===== config.mk =====
export PLATFORM = sky130hd
export DESIGN_NAME = sse_ctrl
export DESIGN_NICKNAME = d
export VERILOG_FILES = /design/src/sse_pkg.sv /design/src/sse_sync.sv /design/src/sse_slot_seq.sv /design/src/sse_ctrl.sv
export SDC_FILE = /design/constraint.sdc
export NUM_CORES = 1
export LEC_CHECK = 0
export ABC_AREA = 1
export BUFFER_PORTS_ARGS = -buffer_cell sky130_fd_sc_hd__buf_2
export CELL_PAD_IN_SITES_DETAIL_PLACEMENT = 0
export CELL_PAD_IN_SITES_GLOBAL_PLACEMENT = 1
export CORE_MARGIN = 2
export CORE_UTILIZATION = 35
export CTS_CLUSTER_SIZE = 14
export DETAILED_ROUTE_END_ITERATION = 6
export HOLD_SLACK_MARGIN = 0.02
export PLACE_DENSITY = 0.83
export SLEW_MARGIN = 20
export SYNTH_ARGS = -nofsm -noshare
export SYNTH_HDL_FRONTEND = slang
export SYNTH_HIERARCHICAL = 1
export SYNTH_SLANG_ARGS = --single-unit

===== constraint.sdc =====
create_clock -name clk -period 2.45 [get_ports clk]
set_input_delay 0.3675 -clock clk [delete_from_list [all_inputs] [get_ports clk]]
set_output_delay 0.3675 -clock clk [all_outputs]
set_load 0.1 [all_outputs]

===== src/sse_pkg.sv =====
/*
  Shared constants, types and decode functions for the sleep-slot and
  external-enable control block.
  Assumes a single 50 MHz clock and 16-bit register words.
*/
`default_nettype none
package sse_pkg;
  // Register addresses on the plain register port.
  localparam logic [15:0] REG11_SLEEP_ADDR = 16'h4088;
  localparam logic [15:0] EXT_EN1_ADDR     = 16'h4089;
  localparam logic [15:0] CTRL_ADDR        = 16'h40f0;
  localparam logic [15:0] STATUS_ADDR      = 16'h40f1;

  // Field positions.
  localparam int SLOT_MSB   = 15;
  localparam int SLOT_LSB   = 13;
  localparam int HWSRC_MSB  = 12;
  localparam int HWSRC_LSB  = 11;
  localparam int HWCEN_BIT  = 8;
  localparam int XSLP_MSB   = 7;
  localparam int XSLP_LSB   = 5;
  localparam int VSEL_MSB   = 3;
  localparam int VSEL_LSB   = 0;
  localparam int SOFTEN_BIT = 0;
  localparam int HWASGN_BIT = 1;

  // Reset values and writable-bit masks.
  localparam logic [15:0] REG11_RST  = 16'h0000;
  localparam logic [15:0] EXT_RST    = 16'h0000;
  localparam logic [15:0] REG11_MASK = 16'he00f;
  localparam logic [15:0] EXT_MASK   = 16'hf9e0;

  // Selector codes for hardware-enable following, and the last timeslot.
  localparam logic [2:0] FOLLOW_EN1 = 3'h6;
  localparam logic [2:0] FOLLOW_EN2 = 3'h7;
  localparam logic [2:0] LAST_SLOT  = 3'h5;

  // Sleep voltage scale in millivolts.
  localparam logic [10:0] VOLT_BASE_MV = 11'h320;
  localparam logic [10:0] VOLT_STEP_MV = 11'h032;

  // Timeslot interval.
  localparam int CLK_PERIOD_NS = 20;
  localparam int SLOT_TIME_NS  = 2000000;
  localparam int SLOT_CYCLES   = SLOT_TIME_NS / CLK_PERIOD_NS;

  typedef enum logic [0:0] {
    SEQ_IDLE = 1'b0,
    SEQ_RUN  = 1'b1
  } sse_seq_state_type;

  // Slot in which a sleep code disables or sleeps; 0 means none.
  function automatic logic [2:0] sleepSlot(input logic [2:0] code);
    case (code)
      3'h1: sleepSlot = 3'h5;
      3'h2: sleepSlot = 3'h4;
      3'h3: sleepSlot = 3'h3;
      3'h4: sleepSlot = 3'h2;
      3'h5: sleepSlot = 3'h1;
      default: sleepSlot = 3'h0;
    endcase
  endfunction

  // Slot of the regulator voltage and mode transition; 0 means none.
  function automatic logic [2:0] transSlot(input logic [2:0] code);
    case (code)
      3'h0: transSlot = 3'h5;
      3'h6: transSlot = 3'h3;
      3'h7: transSlot = 3'h1;
      default: transSlot = 3'h0;
    endcase
  endfunction

  // Slot in which the ON sequence asserts the enable; 0 means none.
  function automatic logic [2:0] onSlot(input logic [2:0] code);
    onSlot = (code <= LAST_SLOT) ? code : 3'h0;
  endfunction

  // Linear sleep voltage in millivolts.
  function automatic logic [10:0] voltMv(input logic [3:0] code);
    voltMv = 11'(VOLT_BASE_MV + 11'(code) * VOLT_STEP_MV);
  endfunction
endpackage
`default_nettype wire


===== src/sse_sync.sv =====
/*
  Two-flop synchroniser for a group of independent level inputs.
  Assumes each bit is a slow level; bits are not coherent with each other.
*/
`timescale 1ns/100ps
`default_nettype none
module sse_sync #(
  parameter int W = 4
) (
  input  wire logic         clk,    // System clock.
  input  wire logic         rst,    // Synchronous reset, active high.
  input  wire logic [W-1:0] async,  // Asynchronous levels.
  output logic      [W-1:0] synced  // Levels after two flops.
);
  logic [W-1:0] meta_r;
  logic [W-1:0] meta_nxt;
  logic [W-1:0] sync_r;
  logic [W-1:0] sync_nxt;

  // The first flop feeds only the second.
  always_comb begin
    meta_nxt = async;
    sync_nxt = meta_r;
  end

  always_ff @(posedge clk) begin
    if (rst) begin
      meta_r <= '0;
      sync_r <= '0;
    end else begin
      meta_r <= meta_nxt;
      sync_r <= sync_nxt;
    end
  end

  assign synced = sync_r;
endmodule
`default_nettype wire


===== src/sse_slot_seq.sv =====
/*
  Timeslot stepper: walks slots 1 to 5 at a fixed interval after a start.
  Assumes start pulses come from logic on the same clock.
*/
`timescale 1ns/100ps
`default_nettype none
module sse_slot_seq #(
  parameter int SLOT_CYCLES = sse_pkg::SLOT_CYCLES
) (
  input  wire logic       clk,        // System clock.
  input  wire logic       rst,        // Synchronous reset, active high.
  input  wire logic       startOn,    // Start an ON walk, one-cycle pulse.
  input  wire logic       startSleep, // Start a SLEEP walk, one-cycle pulse.
  output logic      [2:0] slot,       // Current slot, 0 when idle.
  output logic            slotPulse,  // One cycle at entry to each slot.
  output logic            sleepPhase, // High while the walk is a SLEEP one.
  output logic            busy        // High while a walk runs.
);
  localparam int CW = $clog2(SLOT_CYCLES + 1);

  sse_pkg::sse_seq_state_type state_r, state_nxt;
  logic [CW-1:0] cnt_r, cnt_nxt;
  logic [2:0]    slot_r, slot_nxt;
  logic          pulse_r, pulse_nxt;
  logic          phase_r, phase_nxt;

  // Starts during a walk are ignored so slots never skip or repeat.
  always_comb begin
    state_nxt = state_r;
    cnt_nxt   = cnt_r;
    slot_nxt  = slot_r;
    pulse_nxt = 1'b0;
    phase_nxt = phase_r;
    case (state_r)
      sse_pkg::SEQ_IDLE: begin
        if (startOn || startSleep) begin
          state_nxt = sse_pkg::SEQ_RUN;
          cnt_nxt   = '0;
          slot_nxt  = 3'h1;
          pulse_nxt = 1'b1;
          phase_nxt = startSleep && !startOn;
        end
      end
      sse_pkg::SEQ_RUN: begin
        if (cnt_r == CW'(SLOT_CYCLES - 1)) begin
          cnt_nxt = '0;
          if (slot_r == sse_pkg::LAST_SLOT) begin
            state_nxt = sse_pkg::SEQ_IDLE;
            slot_nxt  = 3'h0;
          end else begin
            slot_nxt  = slot_r + 3'h1;
            pulse_nxt = 1'b1;
          end
        end else begin
          cnt_nxt = cnt_r + CW'(1);
        end
      end
      default: state_nxt = sse_pkg::SEQ_IDLE;
    endcase
  end

  always_ff @(posedge clk) begin
    if (rst) begin
      state_r <= sse_pkg::SEQ_IDLE;
      cnt_r   <= '0;
      slot_r  <= 3'h0;
      pulse_r <= 1'b0;
      phase_r <= 1'b0;
    end else begin
      state_r <= state_nxt;
      cnt_r   <= cnt_nxt;
      slot_r  <= slot_nxt;
      pulse_r <= pulse_nxt;
      phase_r <= phase_nxt;
    end
  end

  assign slot       = slot_r;
  assign slotPulse  = pulse_r;
  assign sleepPhase = phase_r;
  assign busy       = (state_r == sse_pkg::SEQ_RUN);
endmodule
`default_nettype wire


===== src/sse_ctrl.sv =====
/*
  Sleep-slot control for regulator 11 and the external power enable 1 output,
  with its register port and timeslot stepper.
  Assumes the power state machine pulses onStart and sleepStart on this clock,
  and the hardware enable and control pins are asynchronous levels.
*/
// Our own choice: the plain strobed port.
`timescale 1ns/100ps
`default_nettype none
// Notes on behaviour
// - Regulator sleep slot codes 000, 110 and 111 make the sleep transition in slots 5, 3 and 1.
// - Regulator sleep slot codes 001 to 101 disable the regulator in slots 5 down to 1.
// - With the regulator on a hardware enable, codes 001 to 101 put it to sleep instead.
// - The sleep voltage code gives 800 mV plus 50 mV per step.
// - ON slot codes 110 and 111 make the output follow hardware enable 1 or 2.
// - The source field picks none, input 1, input 2 or either input as hardware control.
// - With hardware control off and ON slot codes below 110, the output follows the software enable alone.
// - With hardware control on and ON slot codes below 110, an active chosen input forces the output low.
// - The enable sleep slot codes 001 to 101 deassert it in slots 5 down to 1; others do nothing.
module sse_ctrl #(
  parameter int SLOT_CYCLES = sse_pkg::SLOT_CYCLES
) (
  input  wire logic        clk,             // System clock, 50 MHz.
  input  wire logic        rst,             // Synchronous reset, active high.
  input  wire logic [15:0] addr,            // Register address.
  input  wire logic [15:0] wdata,           // Write data.
  input  wire logic        wr,              // Write strobe.
  input  wire logic        rd,              // Read strobe.
  output logic      [15:0] rdata,           // Read data, cycle after rd.
  input  wire logic        onStart,         // Begin ON walk, pulse.
  input  wire logic        sleepStart,      // Begin SLEEP walk, pulse.
  input  wire logic        hwEnable1,       // Hardware enable pin 1.
  input  wire logic        hwEnable2,       // Hardware enable pin 2.
  input  wire logic        hwControl1,      // Hardware control pin 1.
  input  wire logic        hwControl2,      // Hardware control pin 2.
  output logic             extPowerEn1,     // External power enable 1.
  output logic             reg11Enable,     // Regulator 11 enabled.
  output logic             reg11Sleep,      // Regulator 11 in sleep setting.
  output logic      [10:0] reg11SleepMv     // Sleep voltage in millivolts.
);
  logic [3:0]  pinSync;
  logic [2:0]  slot;
  logic        slotPulse;
  logic        sleepPhase;
  logic        busy;

  logic [15:0] reg11Cfg_r, reg11Cfg_nxt;
  logic [15:0] extCfg_r, extCfg_nxt;
  logic        softEn_r, softEn_nxt;
  logic        hwAssign_r, hwAssign_nxt;
  logic        extOut_r, extOut_nxt;
  logic        regEn_r, regEn_nxt;
  logic        regSlp_r, regSlp_nxt;
  logic [10:0] mv_r, mv_nxt;
  logic [15:0] rdata_r, rdata_nxt;

  logic [2:0]  regCode;
  logic [2:0]  onCode;
  logic [2:0]  xSlpCode;
  logic [1:0]  hwSrc;
  logic        hwcEn;
  logic        hwcActive;
  logic        onHit;
  logic        xSlpHit;
  logic        regDisHit;
  logic        regTransHit;
  logic        walkStart;

  // Pin levels cross into the clock domain before any decode.
  sse_sync #(
    .W (4)
  ) u_sync (
    .clk    (clk),
    .rst    (rst),
    .async  ({hwControl2, hwControl1, hwEnable2, hwEnable1}),
    .synced (pinSync)
  );

  // Walk stepper; every slot action below keys off its entry pulse.
  sse_slot_seq #(
    .SLOT_CYCLES (SLOT_CYCLES)
  ) u_seq (
    .clk        (clk),
    .rst        (rst),
    .startOn    (onStart),
    .startSleep (sleepStart),
    .slot       (slot),
    .slotPulse  (slotPulse),
    .sleepPhase (sleepPhase),
    .busy       (busy)
  );

  // Field decode and slot matches.
  assign regCode   = reg11Cfg_r[sse_pkg::SLOT_MSB:sse_pkg::SLOT_LSB];
  assign onCode    = extCfg_r[sse_pkg::SLOT_MSB:sse_pkg::SLOT_LSB];
  assign xSlpCode  = extCfg_r[sse_pkg::XSLP_MSB:sse_pkg::XSLP_LSB];
  assign hwSrc     = extCfg_r[sse_pkg::HWSRC_MSB:sse_pkg::HWSRC_LSB];
  assign hwcEn     = extCfg_r[sse_pkg::HWCEN_BIT];
  assign hwcActive = (hwSrc[0] && pinSync[2]) || (hwSrc[1] && pinSync[3]);
  assign onHit     = slotPulse && !sleepPhase && (sse_pkg::onSlot(onCode) == slot)
                     && (slot != 3'h0);
  assign xSlpHit   = slotPulse && sleepPhase && (sse_pkg::sleepSlot(xSlpCode) == slot);
  assign regDisHit = slotPulse && sleepPhase && (sse_pkg::sleepSlot(regCode) == slot);
  assign regTransHit = slotPulse && sleepPhase && (sse_pkg::transSlot(regCode) == slot);
  assign walkStart = onStart && !busy;

  // Register writes; slot actions win over a software write in the same cycle.
  // Software therefore cannot cancel a slot action by writing the enable in that cycle.
  always_comb begin
    reg11Cfg_nxt = reg11Cfg_r;
    extCfg_nxt   = extCfg_r;
    softEn_nxt   = softEn_r;
    hwAssign_nxt = hwAssign_r;
    if (wr) begin
      case (addr)
        sse_pkg::REG11_SLEEP_ADDR: reg11Cfg_nxt = wdata & sse_pkg::REG11_MASK;
        sse_pkg::EXT_EN1_ADDR:     extCfg_nxt = wdata & sse_pkg::EXT_MASK;
        sse_pkg::CTRL_ADDR: begin
          softEn_nxt   = wdata[sse_pkg::SOFTEN_BIT];
          hwAssign_nxt = wdata[sse_pkg::HWASGN_BIT];
        end
        default: ;
      endcase
    end
    if (onHit) begin
      softEn_nxt = 1'b1;
    end else if (xSlpHit) begin
      softEn_nxt = 1'b0;
    end
  end

  // Output selection: pin following, hardware override, then software enable.
  // Pin following ranks first, so hardware control cannot force a followed output low.
  always_comb begin
    if (onCode == sse_pkg::FOLLOW_EN1) begin
      extOut_nxt = pinSync[0];
    end else if (onCode == sse_pkg::FOLLOW_EN2) begin
      extOut_nxt = pinSync[1];
    end else if (hwcEn && hwcActive) begin
      extOut_nxt = 1'b0;
    end else begin
      extOut_nxt = softEn_r;
    end
  end

  // Regulator sleep handling; an ON walk restores it, ON voltage lives elsewhere.
  always_comb begin
    regEn_nxt  = regEn_r;
    regSlp_nxt = regSlp_r;
    if (walkStart) begin
      regEn_nxt  = 1'b1;
      regSlp_nxt = 1'b0;
    end else if (regTransHit) begin
      regSlp_nxt = 1'b1;
    end else if (regDisHit) begin
      if (hwAssign_r) begin
        regSlp_nxt = 1'b1;
      end else begin
        regEn_nxt = 1'b0;
      end
    end
    mv_nxt = sse_pkg::voltMv(reg11Cfg_r[sse_pkg::VSEL_MSB:sse_pkg::VSEL_LSB]);
  end

  // Read mux; unmapped addresses read zero.
  always_comb begin
    rdata_nxt = 16'h0000;
    if (rd) begin
      case (addr)
        sse_pkg::REG11_SLEEP_ADDR: rdata_nxt = reg11Cfg_r;
        sse_pkg::EXT_EN1_ADDR:     rdata_nxt = extCfg_r;
        sse_pkg::CTRL_ADDR:        rdata_nxt = {14'h0000, hwAssign_r, softEn_r};
        sse_pkg::STATUS_ADDR: rdata_nxt = {4'h0, pinSync, busy, sleepPhase, slot,
                                           extOut_r, regEn_r, regSlp_r};
        default: rdata_nxt = 16'h0000;
      endcase
    end
  end

  always_ff @(posedge clk) begin
    if (rst) begin
      reg11Cfg_r <= sse_pkg::REG11_RST;
      extCfg_r   <= sse_pkg::EXT_RST;
      softEn_r   <= 1'b0;
      hwAssign_r <= 1'b0;
      extOut_r   <= 1'b0;
      regEn_r    <= 1'b0;
      regSlp_r   <= 1'b0;
      mv_r       <= sse_pkg::VOLT_BASE_MV;
      rdata_r    <= 16'h0000;
    end else begin
      reg11Cfg_r <= reg11Cfg_nxt;
      extCfg_r   <= extCfg_nxt;
      softEn_r   <= softEn_nxt;
      hwAssign_r <= hwAssign_nxt;
      extOut_r   <= extOut_nxt;
      regEn_r    <= regEn_nxt;
      regSlp_r   <= regSlp_nxt;
      mv_r       <= mv_nxt;
      rdata_r    <= rdata_nxt;
    end
  end

  assign rdata        = rdata_r;
  assign extPowerEn1  = extOut_r;
  assign reg11Enable  = regEn_r;
  assign reg11Sleep   = regSlp_r;
  assign reg11SleepMv = mv_r;

  // Cycles since the last slot pulse; only the pace check reads it.
  logic [31:0] sinceSlot_r;
  logic [31:0] sinceSlot_nxt;

  always_comb begin
    sinceSlot_nxt = slotPulse ? 32'h0000_0000 : sinceSlot_r + 32'h0000_0001;
  end

  always_ff @(posedge clk) begin
    if (rst) begin
      sinceSlot_r <= 32'h0000_0000;
    end else begin
      sinceSlot_r <= sinceSlot_nxt;
    end
  end
endmodule
`default_nettype wire


==> Word level (Yosys, flattened, before mapping) <==
Cells that the tools add are included.
{ "word_totals": {"latch_bits": 0, "ramBits": 0, "mem_bits_ro": 0, "word_cells": 117, "inputBits": 42, "reg_bits": 79, "memories": 0, "out_inout_bits": 30} }
{ "op_classes": {"n_div": 0, "n_mux": 32, "eq_ne": 28, "mul": 1, "reduce_logical": 34, "addsub": 3, "order_cmp": 1, "shift": 0, "bitwise": 2} }
{ "ops": {"columns": ["operator", "count"], "rows": [
  ["$eq A16 B15 Y1 const B", 4],
  ["$pmux W16 S4", 1],
  ["$mux W17", 2],
  ["$pmux W17 S2", 1],
  ["$pmux W3 S5", 2],
  ["$eq A3 B3 Y1 const B", 9],
  ["$mux W1", 18],
  ["$add A17 B1 Y17 const B", 1],
  ["$eq A17 B17 Y1 const B", 1],
  ["$reduce_and A2 Y1", 7],
  ["$eq A3 B2 Y1 const B", 4],
  ["$eq A3 B3 Y1", 4],
  ["$logic_and A1 B1 Y1", 12],
  ["$mux W3", 4],
  ["$add A10 B10 Y11 const A", 1],
  ["$mul A4 B5 Y9 const B", 1],
  ["$pmux W3 S3", 1],
  ["$reduce_bool A3 Y1", 3],
  ["$eq A3 B1 Y1 const B", 2],
  ["$ne A2 B1 Y1 const B", 3],
  ["$pmux W3 S2", 1],
  ["$reduce_bool A2 Y1", 3],
  ["$pmux W1 S2", 2],
  ["$reduce_or A2 Y1", 2],
  ["8 further kinds", 12]
]} }

==> Depth between registers and ports, before layout <==
Gate-level depths: netlist (run 1).
{ "logic_depth": {"ltp_word": 7, "depth_mapped": 12, "depth_no_buf": 12} }

==> By module <==
Netlist (run 1), hierarchy kept.
{ "modules_own_cells": {"columns": ["module", "area_each_um2", "cells_each", "seq_area_each_um2", "instances"], "rows": [
  ["sse_ctrl", 2378.5, 319, 940.9, 1],
  ["sse_slot_seq", 1340.0, 202, 460.4, 1],
  ["sse_sync", 231.5, 25, 160.2, 1]
]} }

==> Worst setup path before layout (run 1) <==
No wires, ideal clock.
{ "synth_path": {"path_kind": "reg-to-reg", "start": "register reg11Cfg_r[0]", "end": "register mv_r[8], in the netlist reg11SleepMv[8]", "stages_incl_launch_ff": 9, "arrival_time_ps": 1816, "required_time_ps": 2327, "path_slack_ps": 511, "n_path_buf": 0, "setup_ps": 123, "period_less_slack_ps": 1939, "cell_sequence": "dfxtp_1 ha_1 ha_1 fa_1 xor2_1 nand3_1 nand2_1 nand2_1 o21bai_1"} }
{ "synth_between": {"elab_chain_len": 2} }
{ "synth_lines": {"columns": ["element", "line_no", "source"], "rows": [
  ["from (decl)", "sse_ctrl.sv:47", "logic [15:0] reg11Cfg_r, reg11Cfg_nxt;"],
  ["from (signal assigned)", "sse_ctrl.sv:182", "reg11Cfg_r <= sse_pkg::REG11_RST;"],
  ["from (signal assigned)", "sse_ctrl.sv:192", "reg11Cfg_r <= reg11Cfg_nxt;"],
  ["$mul A4 B5 Y9", "sse_pkg.sv:81", "voltMv = 11'(VOLT_BASE_MV + 11'(code) * VOLT_STEP_MV);"],
  ["$add A10 B10 Y11", "sse_pkg.sv:81", null],
  ["to (signal assigned)", "sse_ctrl.sv:189", "mv_r <= sse_pkg::VOLT_BASE_MV;"],
  ["to (signal assigned)", "sse_ctrl.sv:199", "mv_r <= mv_nxt;"],
  ["to (decl)", "sse_ctrl.sv:54", "logic [10:0] mv_r, mv_nxt;"]
]} }
Every way passes these cells.
A chain may end at the register's enable or synchronous reset.

==> Worst setup path after layout (run 1) <==
{ "layout_path": {"start": "register reg11Cfg_r[1]", "end": "register mv_r[8], in the netlist reg11SleepMv[8]"} }
The elaborated chain is that of the path after synthesis.

==> results of run 1 <==
==> Yosys cell counts (2+ instances only) <==
cell	count
o21ai_0	34
o21bai_1	2
o211ai_1	3
nand2_2	9
nor3_1	7
a211oi_1	3
nor2_1	56
buf_2	4
xor2_1	5
nand3b_1	3
nand3_1	28
dfxtp_1	78
nand4_1	11
nand2_4	2
ha_1	12
a22oi_1	8
nand2_1	110
inv_1	69
clkbuf_1	4
nor2_4	4
a21oi_1	44
nor2_2	16
inv_2	7
nor3_2	2
buf_6	3
==> registers in the layout (all words and copies together), names as in the netlist, 3 cells and up <==
signal and cells:
u_sync/synced 4, u_seq/slot 3, rdata 16, extCfg_r 9, reg11SleepMv 10, u_sync/meta_r 4
reg11Cfg_r 7, u_seq/cnt_r 17
==> area by class of cell <==
type | instances | share of cell area, %
Clock inverter | 3 | 1.427
Timing Repair Buffer | 71 | 7.717
Sequential cell | 78 | 32.98
Clock buffer | 12 | 5.418
Inverter | 78 | 6.237
Tap cell | 140 | 3.700
Multi-Input combinational cell | 377 | 42.52
==> metal layers <==
layer,track usage (%),vias up,share of wire [%]
met2,27.65,97,48
met5,0,-,0
met3,4.056,11,4.8
met4,5.714,0,1.4
met1,22.16,1645,46
li1,-,1908,-
==> stage by stage <==
step                      total power, mW  hold slack, ps  utilization, %  cell area (sq um)  setup slack (ps)
after global placement              1.469           390.4           40.33               4410             389.1
after CTS                           2.916           221.1           43.30               4735             310.0
after detailed placement            1.472           396.4           40.33               4410             316.1
after floorplan                     1.411           388.3               -               3950             511.1
final                               2.881           231.4           43.30               4735             299.9
after global routing                3.006           239.3           43.30               4735             167.2
==> worst max-delay path: stages, from the launching register on <==
cell      delay, ps
dfxtp_1         420
ha_1            270
ha_1            230
fa_1            410
xor2_1          250
nand3_1         140
nand2_1          90
nand2_1          60
o21bai_1        160
==> where the power goes <==
part,total (mW),switching [mW],internal (mW)
logic,0.149,0.0985,0.0500
registers,1.30,0.0127,1.28
clock network,1.44,0.495,0.942
total,2.88,0.607,2.27
==> worst max path at each step <==
| stage | startpoint | to | slack (ps) | cells after the start |
|---|---|---|---|---|
| floorplan | reg11Cfg_r[0] | reg11SleepMv[8] | 510 | 8 |
| global placement | reg11Cfg_r[0] | reg11SleepMv[8] | 390 | 8 |
| detailed placement | reg11Cfg_r[0] | reg11SleepMv[8] | 320 | 8 |
| CTS | reg11Cfg_r[0] | reg11SleepMv[8] | 310 | 8 |
| global route | reg11Cfg_r[1] | reg11SleepMv[8] | 170 | 8 |
| finish | reg11Cfg_r[1] | reg11SleepMv[8] | 300 | 8 |
==> logic make-up after synthesis <==
kind of cell / after synthesis / share of synthesized area, %
buffers and inverters: 91 / 9.503
adders and majority gates: 13 / 4.308
xor gates and xnor gates: 5 / 1.109
other: 1 / 0.09494
AOI/OAI and AO/OA: 102 / 14.44
DFF: 78 / 39.53
and+or+nand+nor: 256 / 31.01
==> out/results.tsv, run 1 <==
stage	metric	value	unit
synthesis	asr flop ratio synth	0	%
setup_path	Crit path required time	2660	ps
placement	dpl cells	744	
cts	Num CTS Buffers	9	
worst_hold_path	worst hold stages	3	
placement	DP HPWL	7.132	mm
cts	Clock transition at path regs	60	ps
floorplan	Die Span Y	110.2	um
synthesis	Seq/Total Area, Yosys	39.53	%
cts	CTS Buffer Depth	2	
power_and_ir_drop	VDD IR-drop max	275.4	uV
timing	total negative setup slack	0	ps
floorplan	Die X	110.2	um
outcome	status	finished, final reports clean	
power_and_ir_drop	Cell Pwr Density	608.6	mW/mm^2
worst_hold_path	HP Class	in -> reg	
cells_and_area	diodes inserted	0	
route	Wirelength per Cell	12.62	um
synthesis	cell taking the most area after synthesis	dfxtp_1	
placement	Buffers on Ports	67	
grt	GR Util All Layers	17.01	%
setup_path	Worst R2R Start	reg11Cfg_r[1]	
synthesis	synth warn	6	
setup_path	CP max FO	4	
timing	fin crit share	87.76	%
setup_path	Setup crit start kind	flip-flop	
cells_and_area	final non-filler cell total	759	
floorplan	core area	0.01094	sq mm
cells_and_area	Area Growth Syn to Fin	19.86	%
floorplan	DIE AREA	0.01215	sq mm
cells_and_area	most common cell after layout, fill and taps aside	nand2_1	
cts	H-tree levels	3	
timing	final hold vios	0	
cts	TritonCTS clock tree	built	
run	number of max-cap violations	0	
synthesis	Post-synth EDFFs	0	
setup_path	FF-to-FF End	reg11SleepMv[8]	
timing	skew final	6.779	ps
setup_path	Worst R2R Path Depth	8	
synthesis	Post-Syn Area	0.003950	sq mm
grt	largest net degree at the start of global routing	38	
route	TritonRoute pass-1 iters	5	
cells_and_area	nets	670	
synthesis	Top FF cell, synth	dfxtp_1	
grt	antenna violations before repair	0	
power_and_ir_drop	Leak	2.097	nW
worst_hold_path	Hold EP	u_sync/meta_r[1]	
setup_path	crit path kind	reg -> reg	
cells_and_area	proportion of layout cells with a drive suffix above 1	21.81	%
grt	first-pass GRT wire length	16.01	mm
worst_hold_path	hold path startpoint	hwEnable2	
synthesis	Post-Syn Nets	601	
route	drc violations	0	
cts	CTS root buf	clkbuf_16	
setup_path	crit end category	flip-flop	
route	Final ANT Viol Nets	0	
route	drt first-iter violations	224	
placement	GPL Wtd Cong	0.8788	
floorplan	Starting Density	36.12	%
synthesis	Distinct cells, synth	47	
synthesis	top cell type's share of synthesized area	39.53	%
setup_path	Worst R2R Setup Slack	300	ps
route	post-DR vias/cell	4.823	
timing	max-slew violations	0	
floorplan	Ports	72	
cts	hold_buf cts	0	
cells_and_area	Fill cells	1138	
synthesis	dominant cells by area after synthesis	dfxtp_1 (40%), nand2_1 (10%), inv_1 (6.6%), a21oi_1 (5.6%), nor2_1 (5.3%)	
route	WL final	9.580	mm
synthesis	syn_area_per_cell	7.235	sq um
cells_and_area	commonest non-fill, non-tap cells in the layout	nand2_1 (110), dfxtp_1 (78), inv_1 (69)	
cts	clk_lat worst skew	330	ps
cts	CTS-repair resized insts	0	
timing	final setup fails	0	
timing	final worst path period need	2150	ps
route	via count	3661	
floorplan	std cell rows	38	
cts	post-CTS setup buffer count	0	
grt	vias in the first global route	3442	
cells_and_area	register area	0.001562	sq mm
timing	RSZ-0062 raised after global routing	no	
cts	CTS sink count	78	
timing	fmax	465.1	MHz
cells_and_area	footprint of the multi-input gates	0.002013	sq mm
synthesis	synthesized instance count	546	
setup_path	arrival time worst endpoint	2360	ps
synthesis	Synth Register Bits	78	
grt	remaining global-route overflow	0	
Power figures use the tool's default switching activity.
==> inputs of run 2 (changes only) <==
--- a/config.mk
+++ b/config.mk
@@ -10,11 +10,11 @@
 export CELL_PAD_IN_SITES_DETAIL_PLACEMENT = 0
 export CELL_PAD_IN_SITES_GLOBAL_PLACEMENT = 1
 export CORE_MARGIN = 2
-export CORE_UTILIZATION = 35
+export CORE_UTILIZATION = 40
 export CTS_CLUSTER_SIZE = 14
 export DETAILED_ROUTE_END_ITERATION = 6
 export HOLD_SLACK_MARGIN = 0.02
-export PLACE_DENSITY = 0.83
+export PLACE_DENSITY = 0.92
 export SLEW_MARGIN = 20
 export SYNTH_ARGS = -nofsm -noshare
 export SYNTH_HDL_FRONTEND = slang
==> run 2 against run 1 <==
Against the previous run:
- critical endpoint unchanged
- first-iteration DRC count fell by 37%
- worst hold slack got worse by 18 ps
- flip-flop and latch count is the same
- critical path type unchanged
- worst setup slack improved by 14 ps
- fmax rose by 0.66%
==> out/results.tsv, run 2 (synthesis gave the netlist of run 1 again) <==
stage	metric	value	unit	change
outcome	status	finished, final reports clean		
route	TritonRoute pass-1 iters	4		-1
grt	M2 GR Usage	30.52	%	+2.9 points
setup_path	critical path's slowest cell	fa_1		
setup_path	Crit path required time	2690	ps	+30 ps
cells_and_area	largest register by flop count	u_seq/cnt_r		
worst_hold_path	HP Class	in -> reg		
cells_and_area	Fill cells	984		-14%
grt	antenna violations before repair	0		unchanged
placement	dpl cells	737		-0.94%
timing	final worst path period need	2136	ps	-14.13 ps
setup_path	Setup crit start kind	flip-flop		
timing	skew final	11.11	ps	+4.332 ps
cts	clk_lat worst skew	360	ps	+30 ps
setup_path	CP max FO	4		unchanged
route	drc violations	0		unchanged
grt	vias in the first global route	3423		-0.55%
cells_and_area	Final Cell Area	0.004663	sq mm	-1.5%
route	Final ANT Viol Nets	0		unchanged
cts	CTS sink count	78		unchanged
setup_path	Critical Path Max Stage Delay	420	ps	about the same
power_and_ir_drop	Cell Pwr Density	578.4	mW/mm^2	-5.0%
route	Wirelength per Cell	12.42	um	-1.6%
cells_and_area	Area Growth Syn to Fin	18.06	%	
cts	Num CTS Buffers	9		unchanged
placement	DP HPWL	6.950	mm	-2.6%
route	WL final	9.353	mm	-2.4%
cts	hold_buf cts	0		unchanged
timing	fmax	468.2	MHz	+0.66%
grt	remaining global-route overflow	0		unchanged
placement	GPL Wtd Cong	0.8667		-1.4%
grt	GR Util All Layers	18.18	%	+1.2 points
grt	largest net degree at the start of global routing	38		unchanged
cts	CTS-repair resized insts	0		unchanged
timing	final hold vios	0		unchanged
setup_path	crit path kind	reg -> reg		
route	post-DR vias/cell	4.960		+2.8%
worst_hold_path	worst hold stages	3		unchanged
cells_and_area	commonest non-fill, non-tap cells in the layout	nand2_1 (110), dfxtp_1 (78), inv_1 (69)		
setup_path	Worst R2R Path Depth	8		unchanged
setup_path	FF-to-FF End	reg11SleepMv[8]		
setup_path	crit-path cells	ha_1 -> ha_1 -> fa_1 -> xor2_1 -> nand3_1 -> nand2_1 -> nand2_1 -> o21bai_1		
floorplan	std cell rows	36		-5.3%
cts	CTS root buf	clkbuf_8		
cells_and_area	nets	670		unchanged
route	drt first-iter violations	141		-37%
timing	final setup fails	0		unchanged
grt	first-pass GRT wire length	15.21	mm	-5.0%
timing	max-slew violations	0		unchanged
floorplan	DIE AREA	0.01069	sq mm	-12%
timing	RSZ-0062 raised after global routing	no		
placement	Placed Area	0.004402	sq mm	-0.20%
timing	fin crit share	87.18	%	-0.58 points
worst_hold_path	Hold EP	u_sync/meta_r[3]		
setup_path	Worst R2R Start	reg11Cfg_r[1]		
worst_hold_path	hold path startpoint	hwControl2		
grt	met3 usage	2.957	%	-1.1 points
power_and_ir_drop	Leak	2.072	nW	-1.2%
floorplan	core area	0.009684	sq mm	-11%
grt	Top Usage Layer GRT	met2		
cts	Clock transition at path regs	80	ps	+20 ps
cts	post-CTS setup buffer count	0		unchanged
grt	met1 GRT Util	22.57	%	+0.42 points
cells_and_area	final non-filler cell total	753		-0.79%
cts	CTS Buffer Depth	2		unchanged
placement	Buffers on Ports	67		unchanged
cells_and_area	diodes inserted	0		unchanged
cts	H-tree levels	3		unchanged
floorplan	Die X	103.4	um	-6.2%
floorplan	Die Span Y	103.4	um	-6.2%
cells_and_area	most common cell after layout, fill and taps aside	nand2_1		
setup_path	Worst R2R Setup Slack	310	ps	about the same
cts	TritonCTS clock tree	built		
route	via count	3735		+2.0%
timing	total negative setup slack	0	ps	unchanged
power_and_ir_drop	VDD IR-drop max	343.4	uV	+25%
cells_and_area	proportion of layout cells with a drive suffix above 1	21.94	%	+0.13 points
run	number of max-cap violations	0		unchanged
cells_and_area	max reg flops	17		unchanged
timing	Hold WS	213.3	ps	-18.12 ps
power_and_ir_drop	total power draw	2.697	mW	-6.4%
setup_path	arrival time worst endpoint	2380	ps	+20 ps
setup_path	crit end category	flip-flop		
floorplan	Starting Density	40.79	%	+4.7 points
floorplan	Ports	72		unchanged
==> run 2: worst max path at each step <==
stage	startpoint	endpoint	slack, ps	depth (start not counted)
after global routing	reg11Cfg_r[1]	reg11SleepMv[8]	150	8
after floorplan	reg11Cfg_r[0]	reg11SleepMv[8]	510	8
after global placement	reg11Cfg_r[1]	reg11SleepMv[8]	400	8
final	reg11Cfg_r[1]	reg11SleepMv[8]	310	8
after CTS	reg11Cfg_r[1]	reg11SleepMv[8]	320	8
after detailed placement	reg11Cfg_r[1]	reg11SleepMv[8]	330	8
==> run 2: area by class of cell <==
type | count | area [sq um] | share of cell area (%)
clock buffers | 10 | 127.6 | 2.737
multi-input cells | 377 | 2013 | 43.17
clock inverters | 6 | 133.9 | 2.871
flip-flops and latches | 78 | 1562 | 33.49
well taps | 133 | 166.4 | 3.569
inverters | 78 | 295.3 | 6.332
repair buffers | 71 | 365.4 | 7.835
==> run 2: power breakdown <==
| group | leakage [nW] | total [mW] | internal, mW | switching (mW) |
|---|---|---|---|---|
| sequential | 0.632 | 1.29 | 1.28 | 0.0121 |
| combinational | 1.31 | 0.148 | 0.0499 | 0.0986 |
| clock | 0.130 | 1.26 | 0.780 | 0.475 |
==> run 2: layer usage <==
metal | wire (um) | up-vias
met3 | 330 | 21
met4 | 230 | 0
met2 | 4487 | 89
met1 | 4305 | 1718
li1 | - | 1907
met5 | 0 | -
==> run 2: stage by stage <==
stage | utilization (%) | setup WS [ps]
2_1_floorplan | - | 511.1
3_3_place_gp | 45.45 | 398.2
3_5_place_dp | 45.45 | 326.9
4_1_cts | 48.15 | 316.1
5_1_grt | 48.15 | 152.2
6_report | 48.15 | 314.0
==> run 2: worst max-delay path: cells and delay by family, from the launching register on <==
| family | cells | cell delay (ps) |
|---|---|---|
| fa+ha+maj | 3 | 910 |
| flops | 1 | 410 |
| simple gates | 3 | 290 |
| xor+xnor | 1 | 270 |
| compound gates | 1 | 150 |
==> inputs of run 3 (changes only) <==
--- a/config.mk
+++ b/config.mk
@@ -10,11 +10,11 @@
 export CELL_PAD_IN_SITES_DETAIL_PLACEMENT = 0
 export CELL_PAD_IN_SITES_GLOBAL_PLACEMENT = 1
 export CORE_MARGIN = 2
-export CORE_UTILIZATION = 40
+export CORE_UTILIZATION = 30
 export CTS_CLUSTER_SIZE = 14
 export DETAILED_ROUTE_END_ITERATION = 6
 export HOLD_SLACK_MARGIN = 0.02
-export PLACE_DENSITY = 0.92
+export PLACE_DENSITY = 0.75
 export SLEW_MARGIN = 20
 export SYNTH_ARGS = -nofsm -noshare
 export SYNTH_HDL_FRONTEND = slang
==> run 3 against run 2 <==
Against the previous run:
- flip-flop and latch count is the same
- via count decreased by 3.5%
- first-iteration DRC count down 0.71%
- critical path type unchanged
- largest power group unchanged
- largest cell class unchanged
- sequential power hardly changed
==> out/results.tsv, run 3 (synthesis gave the netlist of run 1 again) <==
stage	metric	value	unit	change
cells_and_area	Area Growth Syn to Fin	19.45	%	
timing	final worst path period need	2160	ps	+23.57 ps
cts	Num CTS Buffers	9		unchanged
grt	largest net degree at the start of global routing	38		unchanged
route	drc violations	0		unchanged
placement	GPL Wtd Cong	0.8455		-2.4%
cts	H-tree levels	3		unchanged
timing	fin crit share	88.14	%	+0.96 points
placement	dpl ws	296.7	ps	-30.25 ps
setup_path	arrival time worst endpoint	2370	ps	about the same
cts	Clock transition at path regs	60	ps	-20 ps
route	post-DR vias/cell	4.559		-8.1%
cells_and_area	commonest non-fill, non-tap cells in the layout	nand2_1 (110), dfxtp_1 (78), inv_1 (69)		
setup_path	crit-path cells	ha_1 -> ha_1 -> fa_1 -> xor2_1 -> nand3_1 -> nand2_1 -> nand2_1 -> o21bai_1		
grt	remaining global-route overflow	0		unchanged
cts	clk_lat worst skew	330	ps	-30 ps
setup_path	CP max FO	4		unchanged
run	number of max-cap violations	0		unchanged
cells_and_area	footprint of the multi-input gates	0.002013	sq mm	unchanged
cts	CTS root buf	clkbuf_16		
grt	antenna violations before repair	0		unchanged
floorplan	DIE AREA	0.01410	sq mm	+32%
cells_and_area	max reg flops	17		unchanged
cells_and_area	most common cell after layout, fill and taps aside	nand2_1		
setup_path	Critical Path Max Stage Delay	410	ps	about the same
cells_and_area	diodes inserted	0		unchanged
timing	worst setup margin	290.5	ps	-23.57 ps
cells_and_area	register area	0.001562	sq mm	unchanged
power_and_ir_drop	Cell Pwr Density	561.8	mW/mm^2	-2.9%
cells_and_area	Final Cell Area	0.004718	sq mm	+1.2%
power_and_ir_drop	VDD IR-drop max	269.6	uV	-21%
cts	hold_buf cts	0		unchanged
setup_path	crit end category	flip-flop		
floorplan	Die Span Y	118.7	um	+15%
cts	CTS-repair resized insts	0		unchanged
route	TritonRoute pass-1 iters	4		unchanged
route	via count	3606		-3.5%
timing	RSZ-0062 raised after global routing	no		
setup_path	Setup crit start kind	flip-flop		
timing	fmax	463.1	MHz	-1.1%
grt	vias in the first global route	3493		+2.0%
timing	skew final	5.419	ps	-5.692 ps
setup_path	Crit path required time	2660	ps	-30 ps
cts	post-CTS setup buffer count	0		unchanged
placement	DP HPWL	7.416	mm	+6.7%
setup_path	critical path's slowest cell	fa_1		
floorplan	Ports	72		unchanged
timing	total negative setup slack	0	ps	unchanged
grt	first-pass GRT wire length	16.47	mm	+8.3%
floorplan	Die X	118.7	um	+15%
cells_and_area	largest register by flop count	u_seq/cnt_r		
outcome	status	finished, final reports clean		
power_and_ir_drop	Leak	2.071	nW	about the same
floorplan	core area	0.01272	sq mm	+31%
timing	max-slew violations	0		unchanged
placement	Placed Area	0.004451	sq mm	+1.1%
route	drt first-iter violations	140		-0.71%
route	WL final	9.719	mm	+3.9%
cells_and_area	Finished Core Util	37.09	%	-11 points
floorplan	Starting Density	31.05	%	-9.7 points
timing	final setup fails	0		unchanged
cells_and_area	nets	670		unchanged
cts	TritonCTS clock tree	built		
setup_path	crit path kind	reg -> reg		
grt	GR Util All Layers	14.41	%	-3.8 points
route	Final ANT Viol Nets	0		unchanged
setup_path	cell family with most CP delay	adder cells		
floorplan	std cell rows	41		+14%
cells_and_area	proportion of layout cells with a drive suffix above 1	21.65	%	-0.29 points
worst_hold_path	HP Class	in -> reg		
cts	CTS Buffer Depth	2		unchanged
route	Wirelength per Cell	12.29	um	-1.1%
placement	Buffers on Ports	67		unchanged
cts	CTS sink count	78		unchanged
cells_and_area	Fill cells	1420		+44%
timing	final hold vios	0		unchanged
setup_path	Bufs and invs on worst path	0		unchanged
==> run 3: cell count changes in the layout (fill, tap and decap cells not counted) <==
cell / before / now
clkbuf_8: 9 / 1
bufinv_16: 4 / 0
clkbuf_16: 0 / 9
clkbuf_1: 1 / 2
clkinvlp_4: 0 / 1
==> run 3: power breakdown <==
part,total [mW],internal (mW),leakage (nW),switching (mW)
Sequential,1.30,1.28,0.632,0.0122
Combinational,0.150,0.0500,1.31,0.0997
Clock,1.21,0.708,0.129,0.498
Total,2.65,2.04,2.07,0.610
==> run 3: layout make-up <==
cell class	instances	share of cell area [%]
repair buffers	71	7.743
well taps	172	4.561
inverters	78	6.258
clock buffers	12	5.224
clock inverters	3	0.4508
multi-input cells	377	42.67
flip-flops and latches	78	33.09
==> run 3: tightest hold or removal path, delay by kind of cell <==
family | cells | cell delay [ps]
buffers and inverters | 2 | 100
AND/OR/NAND/NOR | 1 | 60
==> run 3: metal layers <==
metal / vias to the layer above / GRT usage (%) / part of all wire, %
met2: 67 / 23.71 / 47
met1: 1620 / 18.49 / 48
met5: - / 0 / 0
met3: 12 / 2.896 / 4.0
met4: 0 / 5.580 / 1.3
li1: 1907 / - / -
==> run 3: final timing paths <==
path                                        from               end  slack [ps]  cells after the start
worst max-delay path               reg11Cfg_r[1]   reg11SleepMv[8]         290                      8
worst min-delay path                  hwControl1  u_sync/meta_r[2]         230                      3
worst max register to register     reg11Cfg_r[1]   reg11SleepMv[8]         290                      8
worst min register to register  u_sync/meta_r[3]  u_sync/synced[3]         400                      2
==> run 3: per-stage QoR <==
step / total power, mW / hold slack [ps] / instances
floorplan: 1.411 / 388.3 / 546
global placement: 1.471 / 391.1 / 776
detailed placement: 1.474 / 397.1 / 776
CTS: 2.688 / 227.2 / 791
global route: 2.756 / 248.1 / 791
finish: 2.651 / 233.4 / 791
